$ cat src/wld_pkg.sv
package wld_pkg;
  // Register byte offsets on the Wishbone slave
  localparam logic [3:0] ADDR_TRIP_LEVEL  = 4'h0;
  localparam logic [3:0] ADDR_CTRL_STATUS = 4'h4;
  localparam logic [3:0] ADDR_IRQ_STATUS  = 4'h8;
  localparam logic [3:0] ADDR_IRQ_MASK    = 4'hC;

  // Field positions in light_control_status_reg
  localparam int DEB_MSB   = 7;
  localparam int DEB_LSB   = 4;
  localparam int JAM_BIT   = 3;
  localparam int EVT_BIT   = 0;

  // Reset values
  localparam logic [7:0] TRIP_RST = 8'h00;
  localparam logic [7:0] CTRL_RST = 8'h00;

  // Interrupt status bit positions
  localparam int IRQ_EVT  = 0;
  localparam int IRQ_JAM  = 1;
  localparam int IRQ_W    = 2;

  // Anti-jam guard figures: an event count, then window and quiet interval in light sample periods
  localparam logic [3:0]  JAM_EVENTS   = 4'hC;
  localparam logic [15:0] JAM_WINDOW   = 16'h0100;
  localparam logic [15:0] QUIET_PERIOD = 16'h0400;

  // Light sample carrier
  typedef struct packed {
    logic       valid;
    logic [7:0] level;
  } wld_sample_t;

  // Guard states
  typedef enum logic [1:0] {
    WLD_WATCH,
    WLD_JAMMED
  } wld_guard_t;
endpackage

$ cat src/wld_detector.sv
`timescale 1ns/1ps
// Functional notes
// - Eight-bit trip level; larger value means less sensitive detection.
// - Trip level zero disables detection; no light event ever.
// - Event needs consecutive over-level samples reaching the 4-bit debounce count.
// - Control bit 3 enables the anti-jam guard when one.
// - Guard on: twelve events within window, then ignore events, motion resumes.
// - Ignoring events ends after a quiet interval with no events.
// - Guard off: every event inhibits motion, possibly indefinitely.
// - Status bit 0 sets when a light event is reported, not for the event that jams or events while jammed.
// - Event flag stays set until software clears it.
module wld_detector (
  input  wire logic                  clk_i,
  input  wire logic                  rst_i,
  input  wire wld_pkg::wld_sample_t  sample_i,
  input  wire logic                  wb_cyc_i,
  input  wire logic                  wb_stb_i,
  input  wire logic                  wb_we_i,
  input  wire logic [3:0]            wb_adr_i,
  input  wire logic [3:0]            wb_sel_i,
  input  wire logic [31:0]           wb_dat_i,
  output logic      [31:0]           wb_dat_o,
  output logic                       wb_ack_o,
  output logic                       motion_inhibit_o,
  output logic                       light_event_o,
  output logic                       irq_o
);
  // Software registers
  logic [7:0]          light_trip_level_reg;
  logic [7:0]          ctrl_r;
  logic [wld_pkg::IRQ_W-1:0] irq_stat_r;
  logic [wld_pkg::IRQ_W-1:0] irq_mask_r;
  // Debounce and guard state
  logic [3:0]          run_r;
  logic [3:0]          evt_cnt_r;
  logic [15:0]         win_r;
  logic [15:0]         quiet_r;
  wld_pkg::wld_guard_t guard_r;
  // Decoded strobes and helper values
  logic                declare;
  logic                over;
  logic                wr_hit;
  logic                req_live;
  logic                jam_start;
  logic                at_limit;
  logic [3:0]          deb_need;
  logic [3:0]          run_next;
  logic                watching;
  logic                win_done;
  logic                quiet_done;
  logic                report;
  logic [wld_pkg::IRQ_W-1:0] irq_set;
  logic [wld_pkg::IRQ_W-1:0] irq_clr;
  logic [31:0]         rd_word;
  logic [7:0]          light_control_status_reg;

  // Byte-lane write decode for one register
  function automatic logic wr_to(input logic [3:0] a, input logic [3:0] off);
    wr_to = wr_hit && (a == off);
  endfunction

  // A request is live until its ack; writes land on the take edge only
  assign req_live = wb_cyc_i && wb_stb_i && !wb_ack_o;
  assign wr_hit   = req_live && wb_we_i && wb_sel_i[0];
  assign light_control_status_reg = ctrl_r;

  // Sample compare; a zero trip level turns detection off
  assign over = (light_trip_level_reg != 8'h00) && sample_i.valid
              && (sample_i.level > light_trip_level_reg);

  // Debounce target; a count of zero behaves as one
  assign deb_need = ctrl_r[wld_pkg::DEB_MSB:wld_pkg::DEB_LSB];
  assign run_next = run_r + 4'h1;
  assign declare  = over && (run_next >= deb_need);

  // Consecutive over-level run counter
  always_ff @(posedge clk_i) begin
    if (rst_i) begin
      run_r <= 4'h0;
    end else if (sample_i.valid) begin
      if (!over || declare) begin
        run_r <= 4'h0;
      end else begin
        run_r <= run_r + 4'h1;
      end
    end
  end

  // Twelfth event inside the window engages the guard and is not reported
  assign at_limit  = (evt_cnt_r == wld_pkg::JAM_EVENTS - 4'h1);
  assign jam_start = ctrl_r[wld_pkg::JAM_BIT] && (guard_r == wld_pkg::WLD_WATCH) && declare
                   && at_limit;

  // Guard timing strobes
  assign watching   = (guard_r == wld_pkg::WLD_WATCH);
  assign win_done   = watching && sample_i.valid && !declare && (evt_cnt_r != 4'h0)
                    && (win_r >= wld_pkg::JAM_WINDOW - 16'h0001);
  assign quiet_done = !watching && sample_i.valid && !declare
                    && (quiet_r >= wld_pkg::QUIET_PERIOD - 16'h0001);

  // Guard state: watching for events, or ignoring them while jammed
  always_ff @(posedge clk_i) begin
    if (rst_i) begin
      guard_r <= wld_pkg::WLD_WATCH;
    end else if (!ctrl_r[wld_pkg::JAM_BIT]) begin
      guard_r <= wld_pkg::WLD_WATCH;
    end else begin
      case (guard_r)
        wld_pkg::WLD_WATCH: begin
          if (jam_start) begin
            guard_r <= wld_pkg::WLD_JAMMED;
          end
        end
        wld_pkg::WLD_JAMMED: begin
          if (quiet_done) begin
            guard_r <= wld_pkg::WLD_WATCH;
          end
        end
        default: begin
          guard_r <= wld_pkg::WLD_WATCH;
        end
      endcase
    end
  end

  // Events seen in the current window while watching
  always_ff @(posedge clk_i) begin
    if (rst_i) begin
      evt_cnt_r <= 4'h0;
    end else if (!ctrl_r[wld_pkg::JAM_BIT] || jam_start) begin
      evt_cnt_r <= 4'h0;
    end else if (watching && sample_i.valid) begin
      if (declare) begin
        evt_cnt_r <= evt_cnt_r + 4'h1;
      end else if (win_done) begin
        evt_cnt_r <= 4'h0;
      end
    end
  end

  // Window age: restarts at the first event, counts quiet samples after it
  always_ff @(posedge clk_i) begin
    if (rst_i) begin
      win_r <= 16'h0000;
    end else if (!ctrl_r[wld_pkg::JAM_BIT]) begin
      win_r <= 16'h0000;
    end else if (watching && !jam_start && sample_i.valid) begin
      if (declare) begin
        if (evt_cnt_r == 4'h0) begin
          win_r <= 16'h0000;
        end
      end else if (win_done) begin
        win_r <= 16'h0000;
      end else if (evt_cnt_r != 4'h0) begin
        win_r <= win_r + 16'h0001;
      end
    end
  end

  // Quiet interval while jammed; any event restarts it
  always_ff @(posedge clk_i) begin
    if (rst_i) begin
      quiet_r <= 16'h0000;
    end else if (!ctrl_r[wld_pkg::JAM_BIT] || jam_start) begin
      quiet_r <= 16'h0000;
    end else if (!watching && sample_i.valid) begin
      if (declare || quiet_done) begin
        quiet_r <= 16'h0000;
      end else begin
        quiet_r <= quiet_r + 16'h0001;
      end
    end
  end

  // An event is reported only while watching and not the one that jams
  assign report = declare && watching && !jam_start;

  // Light event pulse
  always_ff @(posedge clk_i) begin
    if (rst_i) begin
      light_event_o <= 1'b0;
    end else begin
      light_event_o <= report;
    end
  end

  // Motion inhibit pulse, one per reported event
  always_ff @(posedge clk_i) begin
    if (rst_i) begin
      motion_inhibit_o <= 1'b0;
    end else begin
      motion_inhibit_o <= report;
    end
  end

  // Trip level register
  always_ff @(posedge clk_i) begin
    if (rst_i) begin
      light_trip_level_reg <= wld_pkg::TRIP_RST;
    end else if (wr_to(wb_adr_i, wld_pkg::ADDR_TRIP_LEVEL)) begin
      light_trip_level_reg <= wb_dat_i[7:0];
    end
  end

  // Debounce count and anti-jam enable, software owned; bits 2:1 stay zero
  always_ff @(posedge clk_i) begin
    if (rst_i) begin
      ctrl_r[7:1] <= wld_pkg::CTRL_RST[7:1];
    end else if (wr_to(wb_adr_i, wld_pkg::ADDR_CTRL_STATUS)) begin
      ctrl_r[7:3] <= wb_dat_i[7:3];
    end
  end

  // Event flag: hardware set wins over a software clear
  always_ff @(posedge clk_i) begin
    if (rst_i) begin
      ctrl_r[wld_pkg::EVT_BIT] <= wld_pkg::CTRL_RST[wld_pkg::EVT_BIT];
    end else if (light_event_o) begin
      ctrl_r[wld_pkg::EVT_BIT] <= 1'b1;
    end else if (wr_to(wb_adr_i, wld_pkg::ADDR_CTRL_STATUS) && !wb_dat_i[wld_pkg::EVT_BIT]) begin
      ctrl_r[wld_pkg::EVT_BIT] <= 1'b0;
    end
  end

  // Interrupt mask register
  always_ff @(posedge clk_i) begin
    if (rst_i) begin
      irq_mask_r <= '0;
    end else if (wr_to(wb_adr_i, wld_pkg::ADDR_IRQ_MASK)) begin
      irq_mask_r <= wb_dat_i[wld_pkg::IRQ_W-1:0];
    end
  end

  // Per-bit set and write-one-clear strobes
  assign irq_set = {jam_start, light_event_o};
  assign irq_clr = wr_to(wb_adr_i, wld_pkg::ADDR_IRQ_STATUS)
                 ? wb_dat_i[wld_pkg::IRQ_W-1:0] : '0;

  // Sticky status bits; a set in the same cycle as a clear wins
  generate
    for (genvar gi = 0; gi < wld_pkg::IRQ_W; gi++) begin : g_irq
      always_ff @(posedge clk_i) begin
        if (rst_i) begin
          irq_stat_r[gi] <= 1'b0;
        end else if (irq_set[gi]) begin
          irq_stat_r[gi] <= 1'b1;
        end else if (irq_clr[gi]) begin
          irq_stat_r[gi] <= 1'b0;
        end
      end
    end
  endgenerate

  // Level interrupt output
  always_ff @(posedge clk_i) begin
    if (rst_i) begin
      irq_o <= 1'b0;
    end else begin
      irq_o <= |(irq_stat_r & irq_mask_r);
    end
  end

  // Read multiplexer; unmapped offsets and reserved bits read zero
  always_comb begin
    rd_word = 32'h0000_0000;
    case (wb_adr_i)
      wld_pkg::ADDR_TRIP_LEVEL: begin
        rd_word[7:0] = light_trip_level_reg;
      end
      wld_pkg::ADDR_CTRL_STATUS: begin
        rd_word[7:3] = light_control_status_reg[7:3];
        rd_word[0]   = light_control_status_reg[wld_pkg::EVT_BIT];
      end
      wld_pkg::ADDR_IRQ_STATUS: begin
        rd_word[wld_pkg::IRQ_W-1:0] = irq_stat_r;
      end
      wld_pkg::ADDR_IRQ_MASK: begin
        rd_word[wld_pkg::IRQ_W-1:0] = irq_mask_r;
      end
      default: begin
        rd_word = 32'h0000_0000;
      end
    endcase
  end

  // Wishbone answer: ack one cycle after the request
  // Ack drops the cycle after it is given, so one pulse per request
  always_ff @(posedge clk_i) begin
    if (rst_i) begin
      wb_ack_o <= 1'b0;
    end else begin
      wb_ack_o <= req_live;
    end
  end

  // Read data registered alongside the ack
  always_ff @(posedge clk_i) begin
    if (rst_i) begin
      wb_dat_o <= 32'h0000_0000;
    end else begin
      wb_dat_o <= rd_word;
    end
  end
endmodule

$ cat config.mk
export PLATFORM = sky130hd
export DESIGN_NAME = wld_detector
export DESIGN_NICKNAME = d
export VERILOG_FILES = /design/src/wld_pkg.sv /design/src/wld_detector.sv
export SDC_FILE = /design/constraint.sdc
export NUM_CORES = 1
export LEC_CHECK = 0
export ABC_CLOCK_PERIOD_IN_PS = 3400
export BUFFER_PORTS_ARGS = -buffer_cell sky130_fd_sc_hd__clkbuf_2
export CAP_MARGIN = 0
export CORE_MARGIN = 2
export CORE_UTILIZATION = 40
export CTS_BUF_LIST = sky130_fd_sc_hd__clkbuf_8
export DETAILED_ROUTE_END_ITERATION = 10
export PLACE_DENSITY = 0.68
export SETUP_SLACK_MARGIN = 0.2
export SKIP_CTS_REPAIR_TIMING = 1
export SYNTH_ARGS = -nofsm -noshare
export SYNTH_HDL_FRONTEND = slang
export SYNTH_SLANG_ARGS = --single-unit
$ cat constraint.sdc
create_clock -name clk_i -period 3.4 [get_ports clk_i]
set_input_delay 0.17 -clock clk_i [delete_from_list [all_inputs] [get_ports clk_i]]
set_output_delay 0.17 -clock clk_i [all_outputs]
set_load 0.01 [all_outputs]
# [Word level (Yosys, flattened, before mapping)]
# Cells that the tools add are included.
[word_totals] ff_bits=95 in_bits=54 word_cells=110
[classes] n_reduce_logical=53 mux=21 eq_ne=8 addsub=4 n_bitwise=3 n_lt_le_gt_ge=4
[op_table] op="16-bit two-way mux" count=5
[op_table] op="16-bit by 1-bit adder with 16-bit output (second input constant)" count=2
[op_table] op="1-bit logical AND" count=26
[op_table] op="16-bit by 10-bit >= comparator with 1-bit output (second input constant)" count=1
[op_table] op="16-bit by 8-bit >= comparator with 1-bit output (second input constant)" count=1
[op_table] op="4-bit equality test (second input constant)" count=3
[op_table] op="4-bit two-way mux" count=3
[op_table] op="5-bit one-hot mux with 2 select lines" count=1
[op_table] op="4-bit by 1-bit adder with 4-bit output (second input constant)" count=2
[op_table] op="8-bit > comparator" count=1
[op_table] op="4-bit logical NOT" count=2
[op_table] op="2-bit nonzero test" count=4
[op_table] op="8-bit nonzero test" count=1
[op_table] op="2-bit OR reduction" count=4
[op_table] op="1-bit logical NOT" count=7
[op_table] op="1-bit two-way mux" count=6
[op_table] op="2-bit two-way mux" count=3
[op_table] op="4-bit by 3-bit equality test with 1-bit output (second input constant)" count=1
[op_table] op="4-bit >= comparator" count=1
[op_table] op="2-bit inequality test (second input constant)" count=2
[op_table] op="1-bit one-hot mux with 4 select lines" count=1
[op_table] op="2-bit one-hot mux with 2 select lines" count=1
[op_table] op="2-bit AND reduction" count=2
[op_table] op="4-bit nonzero test" count=1
[op_table] op="9 further kinds" count=12

# [Depth between registers and ports, before layout]
[logic_depth] ltp_word=10 mapped_depth=10

# [Worst setup path before layout]
# Ideal clock, no wire load.
[synth_timing] path_type="register -> register" startpoint="register run_r[0]" endpoint="register quiet_r[11]" path_slack_ns=1.019 arrival_ns=2.264 required_time_ns=3.283 stages_incl_launch_ff=11 synth_period_minus_slack_ns=2.381 path_buffers=1 setup_ns=0.117 path_cell_list="dfxtp_1 ha_1 xor2_1 ha_1 nand2_1 o21ai_1 o211ai_4 o311ai_2 o21bai_1 buf_2 nor2_1"
[synth_via] elab_chain_len=8 word_cells_on_any_way=12 classes_between="add/sub (1); order compare (1); mux (1); reduce/logical (9)"
[synth_rtl] item="from (decl)" line="wld_detector.sv:34" rtl="logic [3:0] run_r;"
[synth_rtl] item="from (signal assigned)" line="wld_detector.sv:84" rtl="run_r <= run_r + 4'h1;"
[synth_rtl] item="4-bit by 1-bit adder with 4-bit output *" line="wld_detector.sv:73" rtl="assign run_next = run_r + 4'h1;"
[synth_rtl] item="4-bit >= comparator *" line="wld_detector.sv:74" rtl="assign declare = over && (run_next >= deb_need);"
[synth_rtl] item="1-bit logical AND *" line="wld_detector.sv:74"
[synth_rtl] item="1-bit logical NOT" line="wld_detector.sv:98" rtl="assign quiet_done = !watching && sample_i.valid && !declare"
[synth_rtl] item="1-bit logical AND" line="wld_detector.sv:98"
[synth_rtl] item="1-bit logical AND" line="wld_detector.sv:99" rtl="&& (quiet_r >= wld_pkg::QUIET_PERIOD - 16'h0001);"
[synth_rtl] item="1-bit logical OR" line="wld_detector.sv:167" rtl="if (declare || quiet_done) begin"
[synth_rtl] item="16-bit two-way mux" line="wld_detector.sv:167"
[synth_rtl] item="to (signal assigned)" line="wld_detector.sv:170" rtl="quiet_r <= quiet_r + 16'h0001;"
[synth_rtl] item="to (decl)" line="wld_detector.sv:37" rtl="logic [15:0] quiet_r;"
# Every way passes the cells marked *; elsewhere a longest branch is shown, timed or not.
# A chain may end at the register's enable or synchronous reset.

# [Worst setup path after layout]
[layout_timing] startpoint="register run_r[0]" endpoint="register win_r[7]"
[layout_via] elab_chain_len=9 word_cells_on_any_way=17 classes_between="add/sub (1); order compare (1); eq/ne (1); mux (2); reduce/logical (12)"
[layout_rtl] item="4-bit by 1-bit adder with 4-bit output *" line="wld_detector.sv:73"
[layout_rtl] item="4-bit >= comparator *" line="wld_detector.sv:74"
[layout_rtl] item="1-bit logical AND *" line="wld_detector.sv:74"
[layout_rtl] item="1-bit logical NOT / 1-bit logical AND (equally long branches)" line="wld_detector.sv:96, wld_detector.sv:91"
[layout_rtl] item="1-bit logical AND, on equally long branches" line="wld_detector.sv:96, wld_detector.sv:92"
[layout_rtl] item="1-bit logical AND / 1-bit logical NOT (equally long branches)" line="wld_detector.sv:96, wld_detector.sv:147"
[layout_rtl] item="1-bit logical AND, on equally long branches" line="wld_detector.sv:97, wld_detector.sv:147"
[layout_rtl] item="3-bit nonzero test (no source line), or another cell as far along"
[layout_rtl] item="3-bit AND reduction (no source line) / 16-bit two-way mux (equally long branches)"
[layout_rtl] item="to (signal assigned)" line="wld_detector.sv:155" rtl="win_r <= win_r + 16'h0001;"
[layout_rtl] item="to (decl)" line="wld_detector.sv:36" rtl="logic [15:0] win_r;"
# Marked as above.

==> results by group <==
Outcome
  – Status: finished, final reports clean

Timing
  – Fin. Hold Viols: 0
  – Final Max Slew Viols: 0
  – Final setup violation count: 0
  – Final Cycle Share: 79.5%
  – Worst slew pin tran: 754 ps
  – Fmax: 370 MHz
  – Relative slew slack: 49.6%
  – Clock period minus worst slack: 2700 ps
  – Clock Skews: 9.52 ps
  – Unrepaired setup endpoints after global routing: false
  – Setup TNS: 0 ps

Layout
  – Multi-input gate area: 1880 um^2
  – Ant diodes: 0
  – Sequential cell area: 1400 um^2
  – Area grow syn2layout: 12.0%
  – Top Registers: quiet_r: 16 flops, win_r: 16 flops
  – Nets: 524
  – Fill cells: 841
  – Layout cells sized above 1: 14.0%

Global routing
  – Initial antenna violation count: 0
  – Gr ovfl total: 0
  – Vias in the first global route: 2725
  – Met2 usage: 24.7%
  – Met1 Use GR: 18.1%
  – Met3 usage: 3.38%
  – Largest net degree at the start of global routing: 33
  – GRT Total Usage: 14.9%
  – First-pass GRT wire length: 11.7 mm
  – GRT Max-Usage Layer: met2

Clock tree
  – Clock-pin slew on the worst setup and hold paths: 70 ps
  – Max Root-Sink Buffers: 2
  – Clk Latency, worst-skew pair: 350 ps
  – CTS buffer count: 9
  – CTS H-tree lvls: 3
  – Clk root buf: clkbuf_8
  – CTS tree: yes
  – CTS sink cnt: 70

Logic synthesis
  – Mean Syn Cell Area: 8.48 um^2
  – Synth unique cells: 45
  – Top-count cell post-synth: dfxtp_1
  – Ranking of synthesized cells by area: dfxtp_1 (40%), nor2_1 (7.4%), ha_1 (6.1%)
  – Async SR Flop Fraction: 0%
  – Mapped Cells: 412
  – Synth top area share: 40.1%
  – Post-synthesis sequential area ratio: 40.1%
  – Most used DFF post-synth: dfxtp_1
  – Synth Register Bits: 70
  – Post-synth EDFFs: 0
  – Most frequent cells after synthesis: dfxtp_1 (70), nor2_1 (69), a21oi_1 (32)
  – Cell taking the most area after synthesis: dfxtp_1
  – Post-synthesis cell area: 3490 um^2
  – Warnings from Yosys: 0

Setup path
  – Worst Path Arrival: 2980 ps
  – Startpoint types: register
  – Setup crit end kind: register
  – Slowest Stage Delay on Critical Path: 470 ps
  – Max FO, Critical Path: 16
  – Crit Path Category: register to register
  – Most frequent CP cell: xnor2_1
  – Crit path required time: 3680 ps
  – Crit path cell chain: nand3_1 -> xnor2_1 -> ha_1 -> nand2_1 -> o21ai_1 -> o211ai_4 -> xnor2_1 -> buf_4 -> or4_1 -> a21oi_1
  – CP max-delay cell: or4_1

Placed design
  – Hpwl dp: 5.06 mm
  – Port Buf Inserts: 38
  – GPL Wtd Cong: 0.810

Floorplanning
  – Initial core utilization: 40.7%
  – Top-level I/O count: 90
  – Core ar.: 8590 um^2
  – Die Ht: 97.5 um
  – Rows: 34
  – Die area: 9500 um^2
  – Die W: 97.5 um

Routing
  – Via density per instance: 5.12
  – 1st-iter DRT viols: 89
  – Vias: 2900
  – Final ANT Viol Nets: 0
  – WL final: 6.93 mm
  – Drt drc: 0
  – Drt first pass iters: 4
  – Routed length per instance: 12.3 um

Power
  – VDD IR-drop max: 0.158 mV
  – Tot Pwr: 1580 uW
  – Leak pwr: 0.00151 uW
  – PD cells: 403 nW/um^2

Job
  – Max cap viols: 0

Hold path
  – Hold crit path type: primary input to register
-- layout by cell type (no fill, tap or decap), types with 7 or more instances in the layout --
cell / count
clkbuf_8: 11
nor2_1: 69
clkbuf_2: 38
nor4_1: 8
a22oi_1: 11
conb_1: 24
dfxtp_1: 70
ha_1: 17
xor2_1: 9
inv_1: 21
nand4_1: 10
nand3_1: 11
a21oi_1: 32
nand2_1: 28
mux2i_1: 16
and3_1: 10
o21ai_0: 7
-- layer usage --
| layer | part of all wire [%] | routed length [um] |
|---|---|---|
| met5 | 0 | 0 |
| met4 | 2.1 | 143 |
| met3 | 3.6 | 249 |
| met2 | 47 | 3230 |
| met1 | 48 | 3310 |
-- logic make-up after synthesis --
group	Yosys count	synth area share, %
other	1	0.107
buffers and inverters	55	8.70
xor gates and xnor gates	14	3.51
DFF	70	40.1
muxes	18	5.23
and+or+nand+nor	166	23.0
adders and majority gates	17	6.09
AOI/OAI and AO/OA	71	13.2
-- cell type report --
cell class                 instances  area share [%]
timing repair buffer              43            5.82
tap                              108            3.45
clock buffer                      11            3.87
inverter                          19            1.82
sequential                        70            35.8
multi-input combinational        310            47.9
clock inverter                     5            1.28
-- worst paths after layout --
| kind | slack (ps) | cells past startpoint | end | startpoint |
|---|---|---|---|---|
| hold / removal | 60 | 3 | light_trip_level_reg[2] | wb_dat_i[2] |
| hold reg to reg | 460 | 2 | win_r[15] | win_r[15] |
| setup / recovery | 700 | 10 | win_r[7] | run_r[0] |
| setup reg to reg | 700 | 10 | win_r[7] | run_r[0] |
-- metrics by stage --
step | instances | hold slack [ps] | area, um^2 | utilization, % | setup WS [ps]
after detailed placement | 550 | 413 | 3710 | 43.2 | 687
after global routing | 566 | 53.3 | 3910 | 45.5 | 468
final | 566 | 58.9 | 3910 | 45.5 | 696
after global placement | 550 | 405 | 3710 | 43.2 | 751
after CTS | 566 | 48.1 | 3910 | 45.5 | 685
after floorplan | 435 | 248 | 3580 | - | 1020
-- critical path: cells and delay by family, from the launching register on --
| family | cells | cell delay (ps) |
|---|---|---|
| and+or+nand+nor | 3 | 640 |
| AOI/OAI and AO/OA | 3 | 730 |
| xor gates and xnor gates | 2 | 350 |
| buffers and inverters | 1 | 190 |
| DFF | 1 | 420 |
| adders and majority gates | 1 | 300 |
-- where the power goes --
part	leakage (uW)	switching (uW)	total [uW]	internal, uW
clock network	0.000108	315	687	373
logic	0.000834	46.8	69.6	22.8
registers	0.000564	0.755	821	820
No activity file was read; power rests on OpenSTA's default activity.
